**src/logic/stop_pkg.sv**
```systemverilog
// shared constants and types for the servo stop control block
package stop_pkg;

   // ======================================================
   // widths
   localparam int POS_W = 32;
   localparam int VEL_W = 16;
   localparam int ACC_W = 16;
   localparam int ID_W  = 8;

   // ======================================================
   // addressing
   localparam logic [ID_W-1:0] BROADCAST_ID = 8'hff;

   // ======================================================
   // stop-state encoding of a move's stop condition
   localparam logic [1:0] STOP_ON_FALSE   = 2'h0;
   localparam logic [1:0] STOP_ON_TRUE    = 2'h1;
   localparam logic [1:0] STOP_ON_FALLING = 2'h2;
   localparam logic [1:0] STOP_ON_RISING  = 2'h3;

   // ======================================================
   // data register numbers the block stands in for
   localparam int PROFILE_DECEL_REG_NUM = 23;
   localparam int STOP_POS_REG_NUM      = 4;

   // ======================================================
   // reset values and synchroniser depth
   localparam logic signed [POS_W-1:0] POS_RESET  = 32'sh0000_0000;
   localparam logic signed [VEL_W-1:0] VEL_RESET  = 16'sh0000;
   localparam logic [ACC_W-1:0]        RATE_RESET = 16'h0000;
   localparam int                      SYNC_DEPTH = 3;

   // ======================================================
   // deceleration choice carried by the stop-and-exit command
   typedef enum logic [1:0] {
      DECEL_GIVEN      = 2'h0,
      DECEL_MOVE_ACCEL = 2'h1,
      DECEL_MAX        = 2'h2
   } decel_sel_t;

   typedef enum {
      ST_IDLE,
      ST_MOVE,
      ST_RAMP,
      ST_STOPPING,
      ST_HOLD,
      ST_HALTED
   } motion_state_t;

endpackage : stop_pkg

```
**src/logic/servo_stop_control.sv**
```systemverilog
// motion stop control: commanded stops, soft limits and drive enable
//
// What this block does
// - stop command halts, exits program, then holds
// - stop offers given, move, or maximum deceleration
// - broadcast id stop obeyed by every servo
// - halt ends every command, program and motion
// - halt frees drive and starts recovery
// - hard stop disables trajectory generator at once
// - immediate stop uses maximum deceleration
// - zero-velocity command ramps at its deceleration
// - profile exit ramps at register 23 deceleration
// - soft limits keep position strictly inside range, except when a halt, hard or immediate stop comes in the crossing cycle
// - limit crossing hard-stops one count inside limit, unless a halt, hard or immediate stop kills motion in that cycle
// - drive switch off removes torque, tracking continues
// - stop state codes false true falling rising
// - input stop captures trigger position
`timescale 1ns/1ps
module servo_stop_control
   import stop_pkg::*;
(
   input  wire logic                              clk,
   input  wire logic                              nrst,
   input  wire logic [stop_pkg::ID_W-1:0]         servo_id,
   input  wire logic                              cmd_from_program,
   input  wire logic [stop_pkg::ID_W-1:0]         cmd_target_id,
   input  wire logic                              stop_exit_cmd,
   input  wire logic                              halt_disable_cmd,
   input  wire logic                              hard_stop_cmd,
   input  wire logic                              velocity_mode_protected_cmd,
   input  wire logic                              velocity_mode_immediate_cmd,
   input  wire logic                              profile_exit_cmd,
   input  wire logic                              soft_limit_cmd,
   input  wire stop_pkg::decel_sel_t              stop_decel_sel,
   input  wire logic [stop_pkg::ACC_W-1:0]        cmd_decel,
   input  wire logic signed [stop_pkg::VEL_W-1:0] cmd_velocity,
   input  wire logic [stop_pkg::ACC_W-1:0]        profile_decel_reg,
   input  wire logic signed [stop_pkg::POS_W-1:0] limit_lo_reg,
   input  wire logic signed [stop_pkg::POS_W-1:0] limit_hi_reg,
   input  wire logic                              move_start,
   input  wire logic                              move_is_profile,
   input  wire logic signed [stop_pkg::VEL_W-1:0] move_velocity,
   input  wire logic [stop_pkg::ACC_W-1:0]        move_accel,
   input  wire logic                              stop_enable,
   input  wire logic [1:0]                        stop_state,
   input  wire logic                              program_start,
   input  wire logic                              recovery_done,
   input  wire logic                              limit_status_clear,
   input  wire logic                              stop_input_pin,
   input  wire logic                              drive_enable_pin,
   output logic                                   drive_on,
   output logic                                   traj_enabled,
   output logic                                   program_running,
   output logic                                   holding,
   output logic                                   recovery_start,
   output logic                                   soft_limit_hit,
   output logic signed [stop_pkg::POS_W-1:0]      input_stop_pos,
   output logic signed [stop_pkg::POS_W-1:0]      position,
   output logic signed [stop_pkg::VEL_W-1:0]      velocity
);

   // ======================================================
   // state
   motion_state_t              state_q, state_d;
   logic signed [VEL_W-1:0]    target_q, target_d;
   logic [ACC_W-1:0]           rate_q, rate_d;
   logic [ACC_W-1:0]           move_accel_q;
   logic                       profile_q;
   logic                       limits_on_q;
   logic signed [POS_W-1:0]    lim_lo_q, lim_hi_q;
   logic [SYNC_DEPTH-1:0]      stop_sync_q, drv_sync_q;
   logic                       stop_lvl_q, stop_prev_q, drv_lvl_q;
   logic                       kill, pos_load;
   logic signed [POS_W-1:0]    pos_value;

   // ======================================================
   // pin synchronisers; level moves only once stages 2 and 3 agree
   always_ff @(posedge clk or negedge nrst) begin
      if (!nrst) begin
         stop_sync_q <= '0;
         drv_sync_q  <= '0;
      end else begin
         stop_sync_q <= {stop_sync_q[SYNC_DEPTH-2:0], stop_input_pin};
         drv_sync_q  <= {drv_sync_q[SYNC_DEPTH-2:0], drive_enable_pin};
      end
   end

   always_ff @(posedge clk or negedge nrst) begin
      if (!nrst) begin
         stop_lvl_q  <= 1'b0;
         stop_prev_q <= 1'b0;
         drv_lvl_q   <= 1'b0;
      end else begin
         if (stop_sync_q[1] == stop_sync_q[2])
            stop_lvl_q <= stop_sync_q[2];
         stop_prev_q <= stop_lvl_q;
         if (drv_sync_q[1] == drv_sync_q[2])
            drv_lvl_q <= drv_sync_q[2];
      end
   end

   // ======================================================
   // command acceptance and priority
   function automatic logic stop_cond_met(
      input logic [1:0] code,
      input logic       lvl,
      input logic       prev);
      unique case (code)
         STOP_ON_FALSE:   stop_cond_met = !lvl;
         STOP_ON_TRUE:    stop_cond_met = lvl;
         STOP_ON_FALLING: stop_cond_met = prev && !lvl;
         STOP_ON_RISING:  stop_cond_met = !prev && lvl;
      endcase
   endfunction : stop_cond_met

   logic accepted, halt_go, hard_go, stop_go, vm_go, prof_go, in_stop_go;
   logic signed [POS_W-1:0] next_pos;
   logic lim_hi_trip, lim_lo_trip;

   always_comb begin
      accepted = cmd_from_program || cmd_target_id == servo_id
                 || cmd_target_id == BROADCAST_ID;
      halt_go  = accepted && halt_disable_cmd;
      hard_go  = accepted && hard_stop_cmd && !halt_go;
      stop_go  = accepted && stop_exit_cmd && !halt_go && !hard_go;
      vm_go    = accepted && (velocity_mode_protected_cmd || velocity_mode_immediate_cmd)
                 && !halt_go && !hard_go && !stop_go && state_q != ST_HALTED;
      prof_go  = accepted && profile_exit_cmd && profile_q && !vm_go
                 && !halt_go && !hard_go && !stop_go && state_q == ST_MOVE;
      in_stop_go = stop_enable && state_q == ST_MOVE
                   && stop_cond_met(stop_state, stop_lvl_q, stop_prev_q)
                   && !halt_go && !hard_go && !stop_go && !vm_go && !prof_go;
      next_pos    = position + POS_W'(velocity);
      lim_hi_trip = limits_on_q && next_pos >= lim_hi_q;
      lim_lo_trip = limits_on_q && next_pos <= lim_lo_q;
   end

   // ======================================================
   // motion state machine and ramp request
   always_comb begin
      state_d   = state_q;
      target_d  = target_q;
      rate_d    = rate_q;
      kill      = 1'b0;
      pos_load  = 1'b0;
      pos_value = position;
      if (halt_go) begin
         state_d  = ST_HALTED;
         target_d = VEL_RESET;
         kill     = 1'b1;
      end else if (hard_go) begin
         state_d  = (state_q == ST_HALTED) ? ST_HALTED : ST_IDLE;
         target_d = VEL_RESET;
         kill     = 1'b1;
      end else if (stop_go) begin
         target_d = VEL_RESET;
         unique case (stop_decel_sel)
            DECEL_GIVEN:      rate_d = cmd_decel;
            DECEL_MOVE_ACCEL: rate_d = move_accel_q;
            default:          kill   = 1'b1;
         endcase
         if (state_q != ST_HALTED)
            state_d = kill ? ST_HOLD : ST_STOPPING;
      end else if (vm_go) begin
         target_d = cmd_velocity;
         rate_d   = cmd_decel;
         state_d  = (cmd_velocity == VEL_RESET) ? ST_RAMP : ST_MOVE;
      end else if (prof_go) begin
         target_d = VEL_RESET;
         rate_d   = profile_decel_reg;
         state_d  = ST_RAMP;
      end else if (in_stop_go) begin
         target_d = VEL_RESET;
         rate_d   = move_accel_q;
         state_d  = ST_RAMP;
      end else if (move_start && state_q != ST_HALTED) begin
         target_d = move_velocity;
         rate_d   = move_accel;
         state_d  = ST_MOVE;
      end else begin
         unique case (state_q)
            ST_RAMP:     if (velocity == VEL_RESET) state_d = ST_IDLE;
            ST_STOPPING: if (velocity == VEL_RESET) state_d = ST_HOLD;
            ST_HALTED:   if (recovery_done) state_d = ST_IDLE;
            default:     state_d = state_q;
         endcase
      end
      // limit trip overrides the ramp only; the mode stays as it is
      if (!kill && lim_hi_trip) begin
         kill      = 1'b1;
         pos_load  = 1'b1;
         pos_value = lim_hi_q - POS_W'(1);
      end else if (!kill && lim_lo_trip) begin
         kill      = 1'b1;
         pos_load  = 1'b1;
         pos_value = lim_lo_q + POS_W'(1);
      end
   end

   always_ff @(posedge clk or negedge nrst) begin
      if (!nrst) begin
         state_q  <= ST_IDLE;
         target_q <= VEL_RESET;
         rate_q   <= RATE_RESET;
      end else begin
         state_q  <= state_d;
         target_q <= target_d;
         rate_q   <= rate_d;
      end
   end

   always_ff @(posedge clk or negedge nrst) begin
      if (!nrst) begin
         move_accel_q <= RATE_RESET;
         profile_q    <= 1'b0;
      end else if (halt_go || hard_go || stop_go || prof_go) begin
         profile_q    <= 1'b0;
      end else if (move_start && state_q != ST_HALTED) begin
         move_accel_q <= move_accel;
         profile_q    <= move_is_profile;
      end
   end

   // ======================================================
   // soft limits
   always_ff @(posedge clk or negedge nrst) begin
      if (!nrst) begin
         limits_on_q <= 1'b0;
         lim_lo_q    <= POS_RESET;
         lim_hi_q    <= POS_RESET;
      end else if (soft_limit_cmd && accepted) begin
         limits_on_q <= 1'b1;
         lim_lo_q    <= limit_lo_reg;
         lim_hi_q    <= limit_hi_reg;
      end
   end

   // set wins over a same-cycle clear
   always_ff @(posedge clk or negedge nrst) begin
      if (!nrst)
         soft_limit_hit <= 1'b0;
      else if (lim_hi_trip || lim_lo_trip)
         soft_limit_hit <= 1'b1;
      else if (limit_status_clear)
         soft_limit_hit <= 1'b0;
   end

   // ======================================================
   // outputs
   always_ff @(posedge clk or negedge nrst) begin
      if (!nrst)
         input_stop_pos <= POS_RESET;
      else if (in_stop_go)
         input_stop_pos <= position;
   end

   always_ff @(posedge clk or negedge nrst) begin
      if (!nrst) begin
         program_running <= 1'b0;
         recovery_start  <= 1'b0;
      end else begin
         recovery_start <= halt_go;
         if (halt_go || stop_go)
            program_running <= 1'b0;
         else if (program_start && state_q != ST_HALTED)
            program_running <= 1'b1;
      end
   end

   // drive switch off only removes torque; commands and tracking go on
   // flopped from next state so the outputs keep the same cycle as the state
   always_ff @(posedge clk or negedge nrst) begin
      if (!nrst) begin
         drive_on     <= 1'b0;
         holding      <= 1'b0;
         traj_enabled <= 1'b0;
      end else begin
         drive_on     <= drv_lvl_q && state_d != ST_HALTED;
         holding      <= state_d == ST_HOLD;
         traj_enabled <= state_d == ST_MOVE || state_d == ST_RAMP
                         || state_d == ST_STOPPING;
      end
   end

   velocity_ramp u_ramp (
      .clk       (clk),
      .nrst      (nrst),
      .target    (target_q),
      .rate      (rate_q),
      .kill      (kill),
      .pos_load  (pos_load),
      .pos_value (pos_value),
      .vel_q     (velocity),
      .pos_q     (position)
   );

   function automatic logic kill_by_cmd();
      kill_by_cmd = halt_go || hard_go || (stop_go && stop_decel_sel == DECEL_MAX);
   endfunction : kill_by_cmd
endmodule : servo_stop_control

```
**src/logic/velocity_ramp.sv**
```systemverilog
// velocity ramp and position integrator used by the stop control
`timescale 1ns/1ps
module velocity_ramp
   import stop_pkg::*;
(
   input  wire logic                              clk,
   input  wire logic                              nrst,
   input  wire logic signed [stop_pkg::VEL_W-1:0] target,
   input  wire logic [stop_pkg::ACC_W-1:0]        rate,
   input  wire logic                              kill,
   input  wire logic                              pos_load,
   input  wire logic signed [stop_pkg::POS_W-1:0] pos_value,
   output logic signed [stop_pkg::VEL_W-1:0]      vel_q,
   output logic signed [stop_pkg::POS_W-1:0]      pos_q
);

   // ======================================================
   // step toward target, limited by rate in both directions
   function automatic logic signed [VEL_W:0] ramp_step(
      input logic signed [VEL_W-1:0] tgt,
      input logic signed [VEL_W-1:0] cur,
      input logic [ACC_W-1:0]        lim);
      logic signed [VEL_W:0] diff;
      logic signed [VEL_W:0] slim;
      // sign-extend both before subtracting; an unsigned term would zero-extend them
      diff = (VEL_W+1)'(tgt) - (VEL_W+1)'(cur);
      slim = {1'b0, lim};
      if (diff > slim)
         ramp_step = slim;
      else if (diff < -slim)
         ramp_step = -slim;
      else
         ramp_step = diff;
   endfunction : ramp_step

   logic signed [VEL_W:0] vel_next;

   always_comb begin
      vel_next = (VEL_W+1)'(vel_q) + ramp_step(target, vel_q, rate);
   end

   always_ff @(posedge clk or negedge nrst) begin
      if (!nrst)
         vel_q <= VEL_RESET;
      else if (kill)
         vel_q <= VEL_RESET;
      else
         vel_q <= vel_next[VEL_W-1:0];
   end

   // position keeps counting whatever the drive does
   always_ff @(posedge clk or negedge nrst) begin
      if (!nrst)
         pos_q <= POS_RESET;
      else if (pos_load)
         pos_q <= pos_value;
      else
         pos_q <= pos_q + POS_W'(vel_q);
   end

endmodule : velocity_ramp

```
**config.mk**
```make
export PLATFORM = sky130hd
export DESIGN_NAME = servo_stop_control
export DESIGN_NICKNAME = d
export VERILOG_FILES = /design/src/logic/stop_pkg.sv /design/src/logic/servo_stop_control.sv /design/src/logic/velocity_ramp.sv
export SDC_FILE = /design/constraint.sdc
export NUM_CORES = 1
export LEC_CHECK = 0
export BUFFER_PORTS_ARGS = -buffer_cell sky130_fd_sc_hd__buf_4
export CAP_MARGIN = 20
export CORE_ASPECT_RATIO = 2
export CORE_MARGIN = 1.5
export CORE_UTILIZATION = 39
export DETAILED_ROUTE_END_ITERATION = 12
export SLEW_MARGIN = 0
export SYNTH_ARGS = -nofsm -noshare
export SYNTH_HDL_FRONTEND = slang
export SYNTH_SLANG_ARGS = --single-unit
```
**constraint.sdc**
```tcl
create_clock -name clk -period 7.3 [get_ports clk]
set_input_delay 0.73 -clock clk [delete_from_list [all_inputs] [get_ports clk]]
set_output_delay 0.73 -clock clk [all_outputs]
set_load 0.1 [all_outputs]
```
==> flow_summary_export.csv <==
group,metric,value,unit
status,status,"complete, but fails checks",
status,violations,"design-rule violations",
power_and_ir_drop,ir_drop,422,uV
yosys,postSynthCellCount,1911,
die,die_w,153,um
worst_setup_path,rrSetupSlack,0.42,ns
clock_tree,path_clk_slew,0.07,ns
die,die-area,46400,um2
yosys,synth_nets,2258,
worst_setup_path,critPathMaxFanout,8,
worst_setup_path,startpoint_type,"register",
timing,tns,0,ns
worst_setup_path,timing.rr.end,"u_ramp.vel_q[15]$_DFF_PN0_",
finish,diodes,0,
clock_tree,cts_hold_buf,0,
worst_setup_path,cp_common_cell,"ha_1",
routing,drt_pass1_iterations,10,
placement,pre_cts_slack,0.426,ns
clock_tree,cts_buffer_depth,3,
yosys,ys.flop_type,"dfrtp_1",
yosys,synth_top_area_share,0.343,
die,die_h,303,um
placement,io_buffer_count,267,
worst_setup_path,rr_worst_depth,22,
routing,vias,15300,
yosys,yosysSeqAreaShare,0.343,
worst_setup_path,crit-reg2reg-launch,"rate_q[1]$_DFFE_PN0P_",
worst_setup_path,path_class,"reg2reg",
global_route,antenna_found_initial,0,
yosys,yosys_warnings,0,
timing,finClkSkew,0.0158,ns
worst_setup_path,cp_data_required_time,7.75,ns
finish,area_growth,20.4,%
placement,routabilityCongestion,0.946,
power_and_ir_drop,power.density,536,nW/um2
routing,vias_per_cell,5.58,
worst_setup_path,path_cells,"inv_1 -> ha_1 -> nand4_1 -> or3_1 -> or4_1 -> xnor2_1 -> ha_1 -> a21oi_1 -> o211ai_1 -> o22ai_1 -> a21oi_4 -> mux2_2 -> a22o_1 -> ha_1 -> a21o_1 -> a2111oi_1 -> o31ai_1 -> o21a_1 -> and4_1 -> nor4_1 -> nor2_1 -> mux2_2",
power_and_ir_drop,p_leak,10.1,nW
power_and_ir_drop,p_int,5.42,mW
timing,setup_ws,0.423,ns
yosys,async_flop_share,1.00,
placement,dp_cells,2695,
timing,finalMaxSlewViolations,0,
yosys,netlist_area,17600,um2
timing,setup_violations,0,
timing,maxSlewHeadroom,0.279,
clock_tree,cts_buffers,26,
power_and_ir_drop,switching_power,5.94,mW
worst_setup_path,crit_buf_inv,1,
flow_run,maxCapViolations,0,
routing,drcViolationCount,22,
clock_tree,cts-htree-levels,1,
die,fp.coreArea,44300,um2
yosys,syn_avg_cell_area,9.20,um2
timing,fmax,145,MHz
timing,grt_setup_unrepaired,"no",
worst_setup_path,path_delay_family,"compound AO/OA/AOI/OAI gates",
clock_tree,cts_sinks,241,
worst_hold_path,hp-class,"in2async",
timing,tightest_slew,1.08,ns
global_route,overflow,0,
worst_setup_path,end_kind,"register",
yosys,synthTopCellsByArea,"dfrtp_1 (34%), ha_1 (12%), mux2_2 (6.9%)",
clock_tree,clkLatencyLatePin,0.56,ns
global_route,grt_max_degree,136,
die,ios,268,
placement,hpwl,47200,um
routing,antenna_violating_nets_post_route,0,
power_and_ir_drop,clockPowerShare,0.130,
power_and_ir_drop,finalPower,11.4,mW
global_route,grt_use_total,0.248,
finish,nets,2515,
timing,period_minus_slack,6.88,ns
power_and_ir_drop,seqPwrFrac,0.186,
timing,period_share,0.942,
clock_tree,root_buffer,"clkbuf_16",
timing,hold_viol_final,0,
global_route,grt_pass1_wl,88900,um
finish,drive_gt1_frac,0.223,
worst_setup_path,slowest_delay,0.64,ns
timing,hold_slack,0.0978,ns
worst_setup_path,arrival,7.33,ns
power_and_ir_drop,p_comb_frac,0.684,
finish,fin_util,0.478,
placement,dpl-instance-area,20200,um2
routing,drtIter0Drc,678,
yosys,synth_enable_flop_cells,0,
power_and_ir_drop,swShare,0.523,
clock_tree,cts_setup_buffers,0,
die,rows,109,
die,start_util,0.397,
finish,final_area,21200,um2
global_route,grt_pass1_vias,16100,
yosys,synth_cell_type_count,84,
clock_tree,cts_tree,"done",
yosys,yosys.area.top_type,"dfrtp_1",
worst_setup_path,cpMaxStageDelayCell,"or4_1",
routing,wl,58000,um
yosys,ys_ff_latch,241,
finish,fin_cells,2743,
routing,routedWlPerCell,21.2,um
worst_setup_path,crit_start,"rate_q[1]$_DFFE_PN0P_",
clock_tree,ctsResizeCount,0,
-- cells in the final DEF (no fill, tap or decap), types with 16 or more instances in the layout --
cell type / count
a211oi_1: 19
a21o_1: 43
a21oi_1: 96
a221oi_1: 18
a22oi_1: 29
and2_1: 40
buf_4: 291
clkbuf_16: 26
dfrtp_1: 241
ha_1: 162
inv_1: 129
mux2_2: 107
mux2i_1: 25
nand2_1: 219
nand3_1: 65
nand4_1: 35
nor2_1: 106
nor2b_1: 16
nor3_1: 46
nor4_1: 30
o21ai_0: 68
xnor2_1: 98
xor2_1: 29
-- synthesized netlist by cell type, drive strengths merged (35+ instances only) --
master    n
inv     129
nor3     50
nand4    35
nand2   219
o21ai    68
a21o     43
mux2    115
nand3    65
and2     40
dfrtp   241
buf      37
a21oi    97
xnor2    98
nor2    107
ha      162
-- cell type report --
| class | count | area (um2) |
|---|---|---|
| Clock buffer | 33 | 727 |
| Timing Repair Buffer | 296 | 2280 |
| Sequential cell | 241 | 6030 |
| Inverter | 129 | 484 |
| Fill cell | 4216 | 23100 |
| Clock inverter | 15 | 229 |
| Multi-Input combinational cell | 1474 | 10700 |
| Tap cell | 555 | 694 |
-- worst max path at each step --
stage,to,slack [ns],cells after the start
4_1_cts,u_ramp.vel_q[15]$_DFF_PN0_,0.38,22
5_1_grt,u_ramp.vel_q[15]$_DFF_PN0_,0.05,25
3_5_place_dp,u_ramp.vel_q[15]$_DFF_PN0_,0.43,22
6_report,u_ramp.vel_q[15]$_DFF_PN0_,0.42,22
2_1_floorplan,u_ramp.vel_q[15]$_DFF_PN0_,0.53,25
3_3_place_gp,u_ramp.vel_q[15]$_DFF_PN0_,0.33,22
-- flip-flops by register name (all words and copies together) (netlist names), 3 cells and up --
register and flops:
drv_sync_q 3, input_stop_pos 32, lim_hi_q 32, lim_lo_q 32
move_accel_q 16, rate_q 16, state_q 32, stop_sync_q 3
target_q 16, u_ramp.pos_q 32, u_ramp.vel_q 16
-- per-layer routing --
metal | part of all wire | wire length [um] | vias to the layer above | global-route usage
met4 | 0.053 | 3080 | 0 | 0.131
met1 | 0.35 | 20500 | 7343 | 0.248
met5 | 0 | 0 | - | 0
met2 | 0.55 | 32100 | 437 | 0.497
li1 | - | - | 7387 | -
met3 | 0.040 | 2300 | 139 | 0.0258
-- power groups by stage --
| stage | Combinational, mW | Clock [mW] | Sequential, mW |
|---|---|---|---|
| 2_1_floorplan | 4.47 | 0 | 3.38 |
| 3_3_place_gp | 7.63 | 0 | 2.13 |
| 3_5_place_dp | 7.71 | 0 | 2.14 |
| 4_1_cts | 7.76 | 1.52 | 2.11 |
| 5_1_grt | 8.40 | 1.57 | 2.15 |
| 6_report | 7.77 | 1.48 | 2.11 |
-- kinds of logic (layout without fill, tap and decap cells) --
kind of cell	after synthesis	in the layout	share of synthesized area
AND/OR/NAND/NOR	647	647	0.183
AO/OA/AOI/OAI	393	393	0.153
flip-flops	241	241	0.343
buffers and inverters	196	473	0.0477
adder cells (fa/ha/maj)	167	167	0.120
multiplexers	140	140	0.0896
XOR/XNOR	127	127	0.0633
(Power assumes the default switching activity.)
